==> config.mk <==
export PLATFORM = sky130hd
export DESIGN_NAME = git_timer
export DESIGN_NICKNAME = d
export VERILOG_FILES = /design/src/rtl/git_pkg.sv /design/src/rtl/git_timer.sv
export VERILOG_INCLUDE_DIRS = /design/src /design/src/rtl
export SDC_FILE = /design/constraint.sdc
export NUM_CORES = 1
export LEC_CHECK = 0
export BUFFER_PORTS_ARGS = -buffer_cell sky130_fd_sc_hd__clkbuf_2
export CORE_MARGIN = 3
export CORE_UTILIZATION = 55
export CTS_CLUSTER_SIZE = 28
export DETAILED_ROUTE_END_ITERATION = 8
export PLACE_DENSITY = 0.77
export SLEW_MARGIN = 20
export SYNTH_ARGS = -nofsm -noshare
export SYNTH_HDL_FRONTEND = slang
export SYNTH_SLANG_ARGS = --single-unit
==> constraint.sdc <==
create_clock -name aclk -period 2.45 [get_ports aclk]
set_clock_uncertainty 0.15 [all_clocks]
set_input_delay 0.245 -clock aclk [delete_from_list [all_inputs] [get_ports aclk]]
set_output_delay 0.245 -clock aclk [all_outputs]
set_load 0.1 [all_outputs]
==> src/rtl/git_defs.svh <==
`ifndef GIT_DEFS_SVH
`define GIT_DEFS_SVH

// ****************************************
// Register byte offsets
// ****************************************
`define GIT_CTRL_OFS    12'h000
`define GIT_CNT_LO_OFS  12'h004
`define GIT_CNT_HI_OFS  12'h008
`define GIT_PER_LO_OFS  12'h00c
`define GIT_PER_HI_OFS  12'h010
`define GIT_STAT_OFS    12'h014
`define GIT_MASK_OFS    12'h018

// ****************************************
// Control field positions
// ****************************************
`define GIT_ON_BIT      15
`define GIT_GATE_BIT    7
`define GIT_PS_LSB      4
`define GIT_PAIR_BIT    3
`define GIT_SYNC_BIT    2
`define GIT_CS_BIT      1

// ****************************************
// Status bits
// ****************************************
`define GIT_EV_LO_BIT   0
`define GIT_EV_HI_BIT   1

// ****************************************
// Reset values and timing
// ****************************************
`define GIT_CTRL_RST    16'h0000
`define GIT_PER_RST     16'hffff
`define GIT_FLAG_DLY    2

`endif

==> src/rtl/git_pkg.sv <==
package git_pkg;
  typedef enum logic [1:0] {GIT_IDLE, GIT_ARM, GIT_RUN} git_state_t;
  typedef logic [1:0] git_resp_t;
endpackage

==> src/rtl/git_timer.sv <==
`timescale 1ns/10ps
`include "git_defs.svh"

// Behaviour
// - Gate rising edge starts accumulation; count advances only while gate high.
// - Control bit 7 enables gating, using bus clock when bit 1 is zero.
// - Clock select one disables gated accumulation entirely.
// - Gate synchronised internally; external sync bit ignored in gated mode.
// - Prescale 1:1 increments every bus clock while gate high.
// - Prescale N increments once per N bus clocks.
// - Count equal to period wraps to zero next tick; keeps counting.
// - Period match never raises the event flag in gated mode.
// - Gate fall stops counting, flag set four bus clocks after the synchronised fall.
// - Count retained at gate fall; software clears it.
// - With prescale, counting starts two to three ticks after on bit.
// - Pairable variant alone offers 32-bit counter and compare.
// - In 32-bit mode the event lands on the upper pair flag.
// - Control bit 3 pairs the two timers into one 32-bit counter.
// - Flag raises interrupt only when its enable bit is set.
module git_timer
  import git_pkg::*;
#(
  parameter bit PAIRABLE = 1'b1
) (
  input  wire logic        aclk,
  input  wire logic        aresetn,
  input  wire logic        clk_en,
  input  wire logic        timer_input_pin,
  input  wire logic [11:0] s_axi_awaddr,
  input  wire logic        s_axi_awvalid,
  output logic             s_axi_awready,
  input  wire logic [31:0] s_axi_wdata,
  input  wire logic [3:0]  s_axi_wstrb,
  input  wire logic        s_axi_wvalid,
  output logic             s_axi_wready,
  output git_pkg::git_resp_t s_axi_bresp,
  output logic             s_axi_bvalid,
  input  wire logic        s_axi_bready,
  input  wire logic [11:0] s_axi_araddr,
  input  wire logic        s_axi_arvalid,
  output logic             s_axi_arready,
  output logic [31:0]      s_axi_rdata,
  output git_pkg::git_resp_t s_axi_rresp,
  output logic             s_axi_rvalid,
  input  wire logic        s_axi_rready,
  output logic             irq
);
  import git_pkg::*;

  // ****************************************
  // Registers
  // ****************************************
  logic [15:0] ctrl_reg;
  logic [31:0] cnt_reg;
  logic [31:0] per_reg;
  logic [1:0]  stat_reg;
  logic [1:0]  mask_reg;
  logic [7:0]  psc_reg;
  logic [1:0]  arm_reg;
  logic [1:0]  sync_reg;
  logic        gate_d_reg;
  logic [`GIT_FLAG_DLY:0] ev_pipe_reg;
  logic        ev_hi_reg;
  git_state_t  state_reg;
  logic [11:0] awaddr_reg;
  logic [31:0] wdata_reg;
  logic [3:0]  wstrb_reg;
  logic        aw_have_reg;
  logic        w_have_reg;

  // ****************************************
  // Control decode
  // ****************************************
  wire       on_bit   = ctrl_reg[`GIT_ON_BIT];
  wire       gate_en  = ctrl_reg[`GIT_GATE_BIT] & ~ctrl_reg[`GIT_CS_BIT];
  wire       pair_on  = PAIRABLE & ctrl_reg[`GIT_PAIR_BIT];
  wire [2:0] ps_sel   = ctrl_reg[`GIT_PS_LSB +: 3];
  wire [7:0] ps_last  = 8'((9'h001 << ps_sel) - 9'h001);
  wire [7:0] ps_fix   = (ps_sel == 3'h7) ? 8'hff : ps_last;
  wire       gate_s   = sync_reg[1];
  wire       gate_rise = gate_s & ~gate_d_reg;
  wire       gate_fall = ~gate_s & gate_d_reg;
  wire       tick     = (psc_reg == ps_fix);
  wire [31:0] cnt_w   = pair_on ? cnt_reg : {16'h0000, cnt_reg[15:0]};
  wire [31:0] per_w   = pair_on ? per_reg : {16'h0000, per_reg[15:0]};
  wire        match   = (cnt_w == per_w);
  wire [31:0] cnt_inc = match ? 32'h0000_0000 : cnt_w + 32'h0000_0001;
  wire        counting = on_bit & gate_en & (state_reg == GIT_RUN) & gate_s;
  wire        arm_done = (ps_sel == 3'h0) | (arm_reg == 2'h2);

  // ****************************************
  // Bus decode
  // ****************************************
  wire        aw_take  = s_axi_awvalid & s_axi_awready;
  wire        w_take   = s_axi_wvalid & s_axi_wready;
  wire        wr_go    = aw_have_reg & w_have_reg & ~s_axi_bvalid;
  wire        rd_take  = s_axi_arvalid & s_axi_arready;
  wire [31:0] wmask    = {{8{wstrb_reg[3]}}, {8{wstrb_reg[2]}},
                          {8{wstrb_reg[1]}}, {8{wstrb_reg[0]}}};
  wire [31:0] wbits    = wdata_reg & wmask;
  // Unstrobed bytes keep their old contents
  wire [15:0] ctrl_wv  = (ctrl_reg & ~wmask[15:0]) | wbits[15:0];
  wire [15:0] pelo_wv  = (per_reg[15:0] & ~wmask[15:0]) | wbits[15:0];
  wire [15:0] pehi_wv  = (per_reg[31:16] & ~wmask[15:0]) | wbits[15:0];
  wire [15:0] cnlo_wv  = (cnt_reg[15:0] & ~wmask[15:0]) | wbits[15:0];
  wire [15:0] cnhi_wv  = (cnt_reg[31:16] & ~wmask[15:0]) | wbits[15:0];
  wire [1:0]  mask_wv  = (mask_reg & ~wmask[1:0]) | wbits[1:0];
  wire        wr_ctrl  = wr_go & (awaddr_reg == `GIT_CTRL_OFS);
  wire        wr_cnlo  = wr_go & (awaddr_reg == `GIT_CNT_LO_OFS);
  wire        wr_cnhi  = wr_go & (awaddr_reg == `GIT_CNT_HI_OFS);
  wire        wr_pelo  = wr_go & (awaddr_reg == `GIT_PER_LO_OFS);
  wire        wr_pehi  = wr_go & (awaddr_reg == `GIT_PER_HI_OFS);
  wire        wr_stat  = wr_go & (awaddr_reg == `GIT_STAT_OFS);
  wire        wr_mask  = wr_go & (awaddr_reg == `GIT_MASK_OFS);
  wire        wr_hit   = wr_ctrl | wr_cnlo | wr_cnhi | wr_pelo | wr_pehi | wr_stat | wr_mask;
  wire [31:0] cnt_wv   = {wr_cnhi ? cnhi_wv : cnt_reg[31:16],
                          wr_cnlo ? cnlo_wv : cnt_reg[15:0]};
  wire        ev_lo    = ev_pipe_reg[`GIT_FLAG_DLY] & ~ev_hi_reg;
  wire        ev_hi    = ev_pipe_reg[`GIT_FLAG_DLY] & ev_hi_reg;
  wire [1:0]  ev_set   = {ev_hi, ev_lo};
  wire [1:0]  stat_clr = wr_stat ? wbits[1:0] : 2'h0;
  wire [1:0]  stat_next = (stat_reg & ~stat_clr) | ev_set;
  wire [31:0] rd_mux;
  wire        rd_hit;

  assign rd_hit = (s_axi_araddr == `GIT_CTRL_OFS) | (s_axi_araddr == `GIT_CNT_LO_OFS) |
                  (s_axi_araddr == `GIT_CNT_HI_OFS) | (s_axi_araddr == `GIT_PER_LO_OFS) |
                  (s_axi_araddr == `GIT_PER_HI_OFS) | (s_axi_araddr == `GIT_STAT_OFS) |
                  (s_axi_araddr == `GIT_MASK_OFS);
  assign rd_mux = (s_axi_araddr == `GIT_CTRL_OFS)   ? {16'h0000, ctrl_reg} :
                  (s_axi_araddr == `GIT_CNT_LO_OFS) ? {16'h0000, cnt_reg[15:0]} :
                  (s_axi_araddr == `GIT_CNT_HI_OFS) ? {16'h0000, cnt_reg[31:16]} :
                  (s_axi_araddr == `GIT_PER_LO_OFS) ? {16'h0000, per_reg[15:0]} :
                  (s_axi_araddr == `GIT_PER_HI_OFS) ? {16'h0000, per_reg[31:16]} :
                  (s_axi_araddr == `GIT_STAT_OFS)   ? {30'h0, stat_reg} :
                  (s_axi_araddr == `GIT_MASK_OFS)   ? {30'h0, mask_reg} : 32'h0000_0000;

  // ****************************************
  // Gate sync and sequencing
  // ****************************************
  always_ff @(posedge aclk) begin
    if (!aresetn) begin
      sync_reg   <= 2'h0;
      gate_d_reg <= 1'b0;
    end else if (clk_en) begin
      sync_reg   <= {sync_reg[0], timer_input_pin};
      gate_d_reg <= sync_reg[1];
    end
  end

  always_ff @(posedge aclk) begin
    if (!aresetn) begin
      state_reg <= GIT_IDLE;
      arm_reg   <= 2'h0;
    end else if (clk_en) begin
      case (state_reg)
        GIT_IDLE: begin
          arm_reg <= 2'h0;
          if (on_bit & gate_en) begin
            state_reg <= GIT_ARM;
          end
        end
        GIT_ARM: begin
          if (!on_bit || !gate_en) begin
            state_reg <= GIT_IDLE;
          end else if (arm_done) begin
            state_reg <= GIT_RUN;
          end else if (tick) begin
            arm_reg <= arm_reg + 2'h1;
          end
        end
        default: begin
          if (!on_bit || !gate_en) begin
            state_reg <= GIT_IDLE;
          end
        end
      endcase
    end
  end

  // ****************************************
  // Prescaler and counter
  // ****************************************
  always_ff @(posedge aclk) begin
    if (!aresetn) begin
      psc_reg <= 8'h00;
    end else if (clk_en) begin
      if (!on_bit || gate_rise) begin
        psc_reg <= 8'h00;
      end else if (state_reg == GIT_ARM || counting) begin
        psc_reg <= tick ? 8'h00 : psc_reg + 8'h01;
      end
    end
  end

  always_ff @(posedge aclk) begin
    if (!aresetn) begin
      cnt_reg <= 32'h0000_0000;
    end else if (clk_en) begin
      if (wr_cnlo || wr_cnhi) begin
        cnt_reg <= cnt_wv;
      end else if (counting && tick) begin
        cnt_reg <= pair_on ? cnt_inc : {cnt_reg[31:16], cnt_inc[15:0]};
      end
    end
  end

  // ****************************************
  // Event delay and flags
  // ****************************************
  always_ff @(posedge aclk) begin
    if (!aresetn) begin
      ev_pipe_reg <= '0;
      ev_hi_reg   <= 1'b0;
    end else if (clk_en) begin
      ev_pipe_reg <= {ev_pipe_reg[`GIT_FLAG_DLY-1:0],
                      gate_fall & on_bit & gate_en & (state_reg == GIT_RUN)};
      if (gate_fall) begin
        ev_hi_reg <= pair_on;
      end
    end
  end

  always_ff @(posedge aclk) begin
    if (!aresetn) begin
      stat_reg <= 2'h0;
      irq      <= 1'b0;
    end else if (clk_en) begin
      stat_reg <= stat_next;
      irq      <= |(stat_next & mask_reg);
    end
  end

  // ****************************************
  // Register writes
  // ****************************************
  always_ff @(posedge aclk) begin
    if (!aresetn) begin
      ctrl_reg <= `GIT_CTRL_RST;
      per_reg  <= {`GIT_PER_RST, `GIT_PER_RST};
      mask_reg <= 2'h0;
    end else if (clk_en) begin
      if (wr_ctrl) begin
        ctrl_reg <= ctrl_wv & 16'h80fe;
      end
      if (wr_pelo) begin
        per_reg[15:0] <= pelo_wv;
      end
      if (wr_pehi) begin
        per_reg[31:16] <= pehi_wv;
      end
      if (wr_mask) begin
        mask_reg <= mask_wv;
      end
    end
  end

  // ****************************************
  // AXI4-Lite handshakes
  // ****************************************
  always_ff @(posedge aclk) begin
    if (!aresetn) begin
      s_axi_awready <= 1'b0;
      s_axi_wready  <= 1'b0;
      aw_have_reg   <= 1'b0;
      w_have_reg    <= 1'b0;
      awaddr_reg    <= 12'h000;
      wdata_reg     <= 32'h0000_0000;
      wstrb_reg     <= 4'h0;
      s_axi_bvalid  <= 1'b0;
      s_axi_bresp   <= 2'h0;
    end else if (clk_en) begin
      s_axi_awready <= ~aw_have_reg & ~aw_take;
      s_axi_wready  <= ~w_have_reg & ~w_take;
      if (aw_take) begin
        aw_have_reg <= 1'b1;
        awaddr_reg  <= {s_axi_awaddr[11:2], 2'h0};
      end
      if (w_take) begin
        w_have_reg <= 1'b1;
        wdata_reg  <= s_axi_wdata;
        wstrb_reg  <= s_axi_wstrb;
      end
      if (wr_go) begin
        aw_have_reg  <= 1'b0;
        w_have_reg   <= 1'b0;
        s_axi_bvalid <= 1'b1;
        s_axi_bresp  <= wr_hit ? 2'h0 : 2'h2;
      end else if (s_axi_bvalid && s_axi_bready) begin
        s_axi_bvalid <= 1'b0;
      end
    end
  end

  always_ff @(posedge aclk) begin
    if (!aresetn) begin
      s_axi_arready <= 1'b0;
      s_axi_rvalid  <= 1'b0;
      s_axi_rdata   <= 32'h0000_0000;
      s_axi_rresp   <= 2'h0;
    end else if (clk_en) begin
      s_axi_arready <= ~s_axi_rvalid & ~rd_take & ~s_axi_arready;
      if (rd_take) begin
        s_axi_rvalid <= 1'b1;
        s_axi_rdata  <= rd_mux;
        s_axi_rresp  <= rd_hit ? 2'h0 : 2'h2;
      end else if (s_axi_rvalid && s_axi_rready) begin
        s_axi_rvalid <= 1'b0;
      end
    end
  end

  // ****************************************
  // Checks
  // ****************************************
  flag_delay_a: assert property (@(posedge aclk) disable iff (!aresetn)
    (clk_en & gate_fall & on_bit & gate_en & (state_reg == GIT_RUN)) ##1 clk_en[*4]
    |-> (stat_reg != 2'h0))
    else $error("event flag not set after gate fall");
  no_match_irq_a: assert property (@(posedge aclk) disable iff (!aresetn)
    (ev_set != 2'h0) |-> $past(ev_pipe_reg[`GIT_FLAG_DLY-1]))
    else $error("flag set without gate fall");
  gate_hold_a: assert property (@(posedge aclk) disable iff (!aresetn)
    (clk_en & ~gate_s & ~wr_cnlo & ~wr_cnhi) |=> $stable(cnt_reg))
    else $error("count moved with gate low");
  cs_override_a: assert property (@(posedge aclk) disable iff (!aresetn)
    ctrl_reg[`GIT_CS_BIT] |-> ~counting)
    else $error("gated count with external clock select");
  wrap_zero_a: assert property (@(posedge aclk) disable iff (!aresetn)
    (clk_en & counting & tick & match & ~wr_ctrl & ~wr_cnlo & ~wr_cnhi)
    |=> (cnt_w == 32'h0000_0000))
    else $error("count did not wrap at period");
  irq_gate_a: assert property (@(posedge aclk) disable iff (!aresetn)
    irq |-> ($past(stat_next) & $past(mask_reg)) != 2'h0)
    else $error("irq without enabled flag");
  upper_flag_a: assert property (@(posedge aclk) disable iff (!aresetn)
    (clk_en & ev_pipe_reg[`GIT_FLAG_DLY] & ev_hi_reg) |=> stat_reg[`GIT_EV_HI_BIT])
    else $error("paired event not on upper flag");
  keep_count_a: assert property (@(posedge aclk) disable iff (!aresetn)
    (clk_en & gate_fall & ~wr_cnlo & ~wr_cnhi) |=> $stable(cnt_reg))
    else $error("count cleared at gate fall");
  sync_pass_a: assert property (@(posedge aclk) disable iff (!aresetn)
    clk_en |=> (sync_reg[1] == $past(sync_reg[0])))
    else $error("synchroniser stage skipped");
endmodule // git_timer

==> flow_summary.json, run 1 <==
{
  "leakage_nw": 3.72,
  "synth_xor_area_share_pct": 4.54,
  "maxSlewViolCount": 0,
  "grt_pass1_vias": 7174,
  "avgSynthCellArea_um2": 8.10,
  "ys_seq_elements": 149,
  "max_cap_violations": 0,
  "cts_buffers": 17,
  "numClockSinks": 149,
  "core_um2": 14100,
  "vias_per_cell": 6.01,
  "clockBufferDepth": 2,
  "hold_viol_final": 0,
  "dpl.cell_count": 1260,
  "place.gp.congestion": 0.987,
  "seq_area_frac_synth_pct": 36.8,
  "ys_warn_count": 0,
  "drc": 0,
  "gr-total-overflow": 0,
  "synth_top_family_by_area": "simple AND/OR/NAND/NOR gates",
  "setup_viol_count_final": 0,
  "slew_headroom_pct": 55.1,
  "required_ns": 2.61,
  "worst-setup-path-type": "flip-flop to flip-flop",
  "routedWlPerCell_um": 18.1,
  "postSynth.asyncResetShare_pct": 0,
  "drtIter0Drc": 953,
  "port_buffers": 72,
  "slowest_delay_ns": 0.49,
  "min_period_ns": 2.39,
  "arrival_ns": 2.56,
  "synth-adder-area-share_pct": 0.463,
  "endpoint_kind": "flip-flop",
  "track_usage_pct": 29.4,
  "path_clk_slew_ns": 0.06,
  "worst_slew_pin_slew_ns": 0.673,
  "first_pass_iters": 8,
  "fmax_mhz": 418,
  "p_per_area_nw_per_um2": 555,
  "finalPower_mw": 5.51,
  "layout-drive-gt1-share_pct": 18.2,
  "dieArea_um2": 16200,
  "via_count": 7969,
  "area_growth_pct": 22.5,
  "ant_nets": 0,
  "synth-edff-count": 0,
  "reg2regPathDepth": 8,
  "dpl.hpwl_mm": 16.8,
  "root_buffer": "clkbuf_16",
  "rrSetupSlack_ns": 0.06,
  "antenna_found_initial": 0,
  "crit_fanout": 10,
  "synthesis.area_um2": 8100,
  "peakVddDrop_uv": 491,
  "pin_count": 111,
  "rows": 43,
  "diodes": 0,
  "grt_first_pass_wirelength_mm": 37.9,
  "hp-class": "primary input to flip-flop",
  "initial_core_util_pct": 57.2,
  "final_cells": 1327,
  "crit_path_start_kind": "flip-flop",
  "synthCells": 1000,
  "grt_max_degree": 68,
  "clk_latency_ns": 0.43,
  "yosysUniqueCellTypes": 69,
  "crit_chain": "nand2_1 > o31ai_1 > o221ai_2 > or3_4 > a21oi_1 > buf_4 > o21ai_1 > a32o_1",
  "synth_compound_area_share_pct": 20.8,
  "die-height_um": 127,
  "htreeDepth": 4,
  "status": "completed",
  "synth_ff_type": "dfxtp_1",
  "wl_mm": 24.0,
  "yosys-mux-area-fraction_pct": 5.31,
  "fin_crit_sh_pct": 97.6,
  "slowest_stage": "or3_4",
  "yosys.area_share.simple_pct": 26.5,
  "die_w_um": 127,
  "nNetsFinal": 1206,
  "cts_tree": "done"
}
[report_power, final]
group / leakage, nW / switching (mW) / total [mW] / internal, mW
sequential: 1.21 / 0.0341 / 2.48 / 2.45
combinational: 2.24 / 0.308 / 0.447 / 0.139
clock: 0.274 / 1.05 / 2.58 / 1.53
total: 3.72 / 1.39 / 5.51 / 4.11
[cell usage in the layout, fill, tap and decap left out, types with 17 or more instances in the layout]
cell / instances
a21boi_0: 32
a21boi_1: 18
a21oi_1: 49
a22oi_1: 28
and3_1: 24
buf_4: 69
clkbuf_16: 17
clkbuf_2: 71
conb_1: 18
dfxtp_1: 141
dlygate4sd3_1: 32
mux2i_1: 43
nand2_1: 166
nand3_1: 44
nor2_1: 55
nor2b_1: 44
o21ai_1: 29
xor2_1: 37
[layer usage]
metal  vias up  part of all wire, %  global-route usage (%)  wire length [µm]
met2       381                   45                    44.7             10700
met4         0                  2.2                    8.90               531
met5         -                    0                       0                 0
met1      3750                   43                    41.4             10400
met3        51                  9.8                    7.23              2340
li1       3787                    -                       -                 -
[cell type report]
| class | instances | area (µm²) |
|---|---|---|
| inverter | 13 | 48.8 |
| multi-input combinational | 776 | 4800 |
| tap | 180 | 225 |
| clock inverter | 11 | 128 |
| clock buffer | 21 | 450 |
| fill | 1136 | 4230 |
| sequential | 149 | 3000 |
| timing repair buffer | 177 | 1280 |
[cell usage after synthesis (all sizes together) (6+ instances only)]
cell type,n,share of area [%]
and4,6,0.65
nand2b,9,0.70
buf,33,2.8
xor2,37,4.0
nand3,44,2.7
a31oi,6,0.46
nor4,15,1.3
inv,13,0.60
and3,24,1.9
nand2,166,7.7
nor2b,44,3.4
o211ai,10,0.93
nor2,56,2.7
a22oi,29,2.7
nand4,14,1.1
o21a,6,0.56
dfxtp,149,37
o21ai,44,2.8
nor3,12,0.80
a21boi,51,4.8
clkbuf,46,2.1
a21oi,51,3.3
and2,9,0.70
o31ai,9,0.83
mux2i,43,5.3
a221oi,8,0.87
[worst min path at each step]
stage | slack, ns | cells past startpoint | to | start
after detailed placement | 0.31 | 2 | arm_reg[0] | arm_reg[0]
after global placement | 0.29 | 2 | arm_reg[1] | arm_reg[1]
after CTS | 0.04 | 4 | s_axi_wready | s_axi_wvalid
final | 0.05 | 4 | s_axi_awready | s_axi_awvalid
after global routing | 0.09 | 4 | s_axi_awready | s_axi_awvalid
after floorplan | 0.24 | 2 | awaddr_reg[11] | s_axi_awaddr[11]
[critical path, delay by kind of cell, from the launching register on]
kind	cells	cell delay, ns
AOI/OAI and AO/OA	5	0.98
buffers and inverters	1	0.19
and+or+nand+nor	2	0.56
DFF	1	0.40
[per-stage QoR]
stage	instance area, µm²	worst slack [ns]	TNS (ns)	util, %	hold slack (ns)
final	9920	0.0594	0	70.1	0.0481
after floorplan	8170	0.0672	0	-	0.240
after detailed placement	8920	-0.0348	-0.0348	63.0	0.307
after CTS	9820	0.0180	0	69.4	0.0374
after global routing	9920	-0.0334	-0.170	70.1	0.0928
after global placement	8920	0.00483	0	63.0	0.290
[cell families (layout without fill, tap and decap cells)]
logic type / Yosys count / count (layout)
simple gates: 425 / 425
compound gates: 245 / 245
flops: 149 / 149
buf+inv: 92 / 222
mux: 43 / 43
xor+xnor: 42 / 42
fa+ha+maj: 3 / 3
other cells: 1 / 18
[repair_timing]
action,4_1_cts,5_1_grt
hold buffers,32,0
resized for setup,2,19
setup buffers,0,3
pin swaps,0,4
endpoints found under the hold margin,32,0
endpoints found under the setup margin,1,26
Note: power is estimated with default switching activity, not from simulation.
==> inputs of run 2 (changes only) <==
REMOVE_ABC_BUFFERS = 1   (was not set)
==> run 2 against run 1 <==
Total power grew 0.74%. Wire length grew 3.0%. Cell count grew 1.3%. Hold slack lost 0.036 ns. Largest power group unchanged.
==> flow_summary.json, run 2 (synthesized netlist as in run 1, its figures left out) <==
{
  "status": "completed",
  "root_buffer": "clkbuf_16",
  "diodes": 0,
  "pin_count": 111,
  "die_w_um": 127,
  "clkPwrFrac_pct": 47.2,
  "port_buffers": 72,
  "crit_chain": "xor2_1 > nor4_1 > nand4_1 > buf_4 > o21ai_4 > buf_4 > nor4_1 > o21ai_1 > a21boi_1",
  "track_usage_pct": 30.1,
  "area_growth_pct": 24.8,
  "dieArea_um2": 16200,
  "setup_slack_ns": 0.0322,
  "grt_first_pass_wirelength_mm": 38.8,
  "min_period_ns": 2.42,
  "switching_share_pct": 25.8,
  "slew_headroom_pct": 54.4,
  "ant_nets": 0,
  "critPathBufInv": 2,
  "dpl.hpwl_mm": 17.2,
  "placed_area_um2": 8990,
  "endpoint_kind": "flip-flop",
  "routedWlPerCell_um": 18.4,
  "clk_latency_ns": 0.43,
  "cpLargestDelayFamily": "simple AND/OR/NAND/NOR gates",
  "nNetsFinal": 1223,
  "numClockSinks": 149,
  "arrival_ns": 2.57,
  "p_comb_share_pct": 8.1,
  "fin_crit_sh_pct": 98.7,
  "rows": 43,
  "final_cell_mix": "nand2_1, dfxtp_1, buf_4",
  "clockBufferDepth": 2,
  "wl_mm": 24.7,
  "highest-signal-layer": "met4",
  "drc": 0,
  "register_area_um2": 2990,
  "path_clk_slew_ns": 0.06,
  "place.gp.congestion": 0.958,
  "finalPower_mw": 5.55,
  "dp_slack_ns": -0.0604,
  "crit_fanout": 12,
  "setup_viol_count_final": 0,
  "intPower_mw": 4.12,
  "hold_viol_final": 0,
  "first_pass_iters": 6,
  "antenna_found_initial": 0,
  "vias_per_cell": 6.04,
  "slowest_stage": "nor4_1",
  "peakVddDrop_uv": 501,
  "gr-total-overflow": 0,
  "core_um2": 14100,
  "finalInstanceArea_um2": 10100,
  "wl_met2_mm": 11.1,
  "initial_core_util_pct": 57.2,
  "met1_length_mm": 10.4,
  "final_common_cell": "nand2_1",
  "worst_slew_pin_slew_ns": 0.683,
  "drtIter0Drc": 877,
  "worst-setup-path-type": "flip-flop to flip-flop",
  "tns_ns": 0,
  "layout-drive-gt1-share_pct": 19.8,
  "rsz0062_at_grt": "true",
  "cts_buffers": 17,
  "p_per_area_nw_per_um2": 549,
  "via_count": 8118,
  "hp-class": "primary input to flip-flop",
  "required_ns": 2.61,
  "fmax_mhz": 414,
  "cts_tree": "done",
  "nFillCells": 1100,
  "routed-wl-met3_mm": 2.47,
  "multi_input_area_um2": 4820,
  "pwr-share-seq_pct": 44.7,
  "slowest_delay_ns": 0.42,
  "die-height_um": 127,
  "leakage_nw": 3.83,
  "grt_pass1_vias": 7498,
  "maxSlewViolCount": 0,
  "htreeDepth": 4,
  "final_util_pct": 71.4,
  "max_cap_violations": 0,
  "crit_path_start_kind": "flip-flop",
  "grt_max_degree": 43,
  "p_switching_mw": 1.43
}
==> run 2: cell count changes in the layout (fill, tap and decap cells not counted), sizes merged <==
| cell | before | now |
|---|---|---|
| inv | 14 | 15 |
| dlygate4sd3 | 32 | 31 |
| clkinv | 5 | 7 |
| clkbuf | 92 | 90 |
| buf | 74 | 91 |
==> run 2: layout make-up <==
class,instances,share of cell area (%)
multi-input combinational,776,47.7
sequential,149,29.6
timing repair buffer,194,14.1
clock buffer,18,4.35
tap,180,2.23
clock inverter,14,1.51
inverter,13,0.483
==> run 2: stage by stage <==
step / cells / hold slack [ns]
global route: 1344 / 0.0318
floorplan: 938 / 0.157
finish: 1344 / 0.0117
detailed placement: 1268 / 0.304
global placement: 1268 / 0.295
CTS: 1333 / 0.00805
==> run 2: power by group through the flow <==
stage                     Sequential, mW  Clock, mW  Combinational, mW
after global placement              2.53          0              0.397
after global routing                2.48       2.74              0.478
final                               2.48       2.62              0.449
after CTS                           2.48       2.63              0.441
after floorplan                     2.58          0              0.212
after detailed placement            2.53          0              0.402
==> run 2: repair_timing <==
action                     in CTS  in global routing
buffers inserted                2                 10
setup endpoints to repair      11                 33
resized for setup               7                 19
hold endpoints to repair       31                  0
cloned                          0                  1
hold buffers                   31                  0
pin swaps                       1                  5
==> run 2: path summary, 6_finish.rpt <==
kind	cells after the start	slack (ns)	start	to
worst max-delay path	9	0.03	flip-flop	flip-flop
worst min-delay path	2	0.01	aresetn	flip-flop
worst max register to register	9	0.03	flip-flop	flip-flop
worst min register to register	2	0.31	arm_reg[0]	arm_reg[0]
==> run 2: worst register-to-register path: cells and delay by family (launching register included) <==
| kind | cells | cell delay (ns) |
|---|---|---|
| buffers and inverters | 2 | 0.39 |
| flip-flops | 1 | 0.36 |
| AND/OR/NAND/NOR | 3 | 0.62 |
| XOR/XNOR | 1 | 0.18 |
| AO/OA/AOI/OAI | 3 | 0.62 |
==> run 2: per-layer routing <==
| metal | global-route usage (%) | vias up |
|---|---|---|
| li1 | - | 3832 |
| met1 | 42.0 | 3805 |
| met2 | 46.7 | 412 |
| met3 | 5.69 | 69 |
| met4 | 10.7 | 0 |
| met5 | 0 | - |
==> inputs of run 3 (changes only) <==
CORE_MARGIN = not set   (was 3)
==> run 3 against run 2 <==
Cell count down 0.37%. Largest power group unchanged. Worst setup slack better by 0.051 ns. Register-to-register slack gained 0.05 ns. Sequential power about the same. Maximum frequency grew 2.2%. Wire length shrank 2.9%. Sequential cell count unchanged. Clock-buffer cell count unchanged. Die area decreased by 6.2%. Critical path depth unchanged.
==> flow_summary.json, run 3 (synthesized netlist as in run 1, its figures left out) <==
{
  "status": "completed",
  "fmax_mhz": 423,
  "final_util_pct": 71.0,
  "pin_count": 111,
  "finalPower_mw": 5.54,
  "htreeDepth": 4,
  "rows": 43,
  "numClockSinks": 149,
  "max_cap_violations": 0,
  "layout-drive-gt1-share_pct": 19.2,
  "area_growth_pct": 23.6,
  "port_buffers": 72,
  "worstReg2RegStart": "awaddr_reg[8]",
  "arrival_ns": 2.54,
  "drc": 0,
  "dpl.hpwl_mm": 16.9,
  "worst-setup-path-type": "flip-flop to flip-flop",
  "peakVddDrop_uv": 512,
  "track_usage_pct": 32.6,
  "slowest_delay_ns": 0.34,
  "endpoint_kind": "flip-flop",
  "required_ns": 2.63,
  "wl_mm": 24.0,
  "crit_path_start_kind": "flip-flop",
  "register_area_um2": 2990,
  "root_buffer": "clkbuf_16",
  "leakage_nw": 3.77,
  "cp-startpoint": "awaddr_reg[8]",
  "slowest_stage": "dfxtp_1",
  "ant_nets": 0,
  "die-height_um": 123,
  "hold_viol_final": 0,
  "multi_input_area_um2": 4800,
  "hp-class": "primary input to flip-flop",
  "rrSetupSlack_ns": 0.08,
  "worst_slew_pin_slew_ns": 0.679,
  "routedWlPerCell_um": 17.9,
  "core_um2": 14100,
  "final_cell_mix": "nand2_1, dfxtp_1, buf_4",
  "antenna_found_initial": 0,
  "clk_latency_ns": 0.44,
  "diodes": 0,
  "grt_pass1_vias": 7285,
  "dieArea_um2": 15200,
  "cts_tree": "done",
  "nNetsFinal": 1218,
  "clockBufferDepth": 2,
  "first_pass_iters": 6,
  "cts_buffers": 17,
  "crit_chain": "nor4_4 > buf_4 > nand4b_2 > o211ai_1 > or3_4 > a21oi_1 > buf_4 > and2_1 > a32o_1",
  "via_count": 8050,
  "nFillCells": 1125,
  "setup_viol_count_final": 0,
  "path_clk_slew_ns": 0.06,
  "cp_common_cell": "buf_4",
  "vias_per_cell": 6.01,
  "grt_max_degree": 38,
  "final_common_cell": "nand2_1",
  "p_per_area_nw_per_um2": 553,
  "maxSlewViolCount": 0,
  "initial_core_util_pct": 57.5,
  "rsz0062_at_grt": "true",
  "crit_fanout": 8,
  "gr-total-overflow": 0,
  "die_w_um": 123,
  "reg2regPathDepth": 9,
  "grt_first_pass_wirelength_mm": 37.4,
  "drtIter0Drc": 836,
  "place.gp.congestion": 0.981,
  "min_period_ns": 2.37,
  "slew_headroom_pct": 54.6,
  "fin_crit_sh_pct": 96.6
}
run 3: cell count changes in the layout (fill, tap and decap cells not counted), sizes merged:
| cell | before | now |
|---|---|---|
| clkinvlp | 3 | 6 |
| clkbuf | 90 | 89 |
| clkinv | 7 | 4 |
| buf | 91 | 87 |
run 3: power by group:
part	switching [mW]	internal [mW]
sequential	0.0324	2.45
clock	1.10	1.50
combinational	0.310	0.140
total	1.45	4.09
run 3: metal layers:
metal	GRT usage [%]	up-vias	wire, µm
met5	0	-	0
met4	13.0	0	646
met3	8.49	48	2570
met2	49.2	432	10500
met1	44.1	3754	10300
li1	-	3816	-
run 3: worst min path at each step:
stage | from | endpoint | slack (ns) | cells past startpoint
after floorplan | aresetn | flip-flop | 0.16 | 1
after global placement | arm_reg[1] | arm_reg[1] | 0.30 | 2
after detailed placement | arm_reg[0] | arm_reg[0] | 0.31 | 2
after CTS | aresetn | flip-flop | 0.02 | 2
after global routing | aresetn | flip-flop | 0.04 | 2
final | aresetn | flip-flop | 0.03 | 2
run 3: layout make-up:
| type | instances | share of cell area (%) |
|---|---|---|
| multi-input cells | 776 | 48.0 |
| flip-flops and latches | 149 | 29.9 |
| repair buffers | 189 | 13.5 |
| clock buffers | 18 | 4.29 |
| well taps | 180 | 2.25 |
| clock inverters | 14 | 1.54 |
| inverters | 13 | 0.488 |
run 3: repair_timing:
item	CTS	global route
hold buffers	31	0
setup buffers	0	7
hold endpoints to repair	31	0
endpoints found under the setup margin	18	32
cloned	0	0
pin swaps	0	5
resized for setup	2	19
run 3: worst max-delay path: cells and delay by family, from the launching register on:
family | cells | cell delay (ns)
AND/OR/NAND/NOR | 4 | 0.93
AO/OA/AOI/OAI | 3 | 0.49
buffers and inverters | 2 | 0.35
flip-flops | 1 | 0.34
run 3: per-stage QoR:
step                cell area [µm²]  std cells  hold slack, ns  worst slack [ns]  TNS [ns]
floorplan                      7760        938           0.157            -0.845    -17.09
global placement               8980       1269           0.296          -0.00895   -0.0274
detailed placement             8980       1269           0.309           -0.0518    -0.355
CTS                            9890       1332          0.0171            0.0117         0
global route                  10000       1339          0.0402           -0.0302   -0.0820
finish                        10000       1339          0.0275            0.0837         0
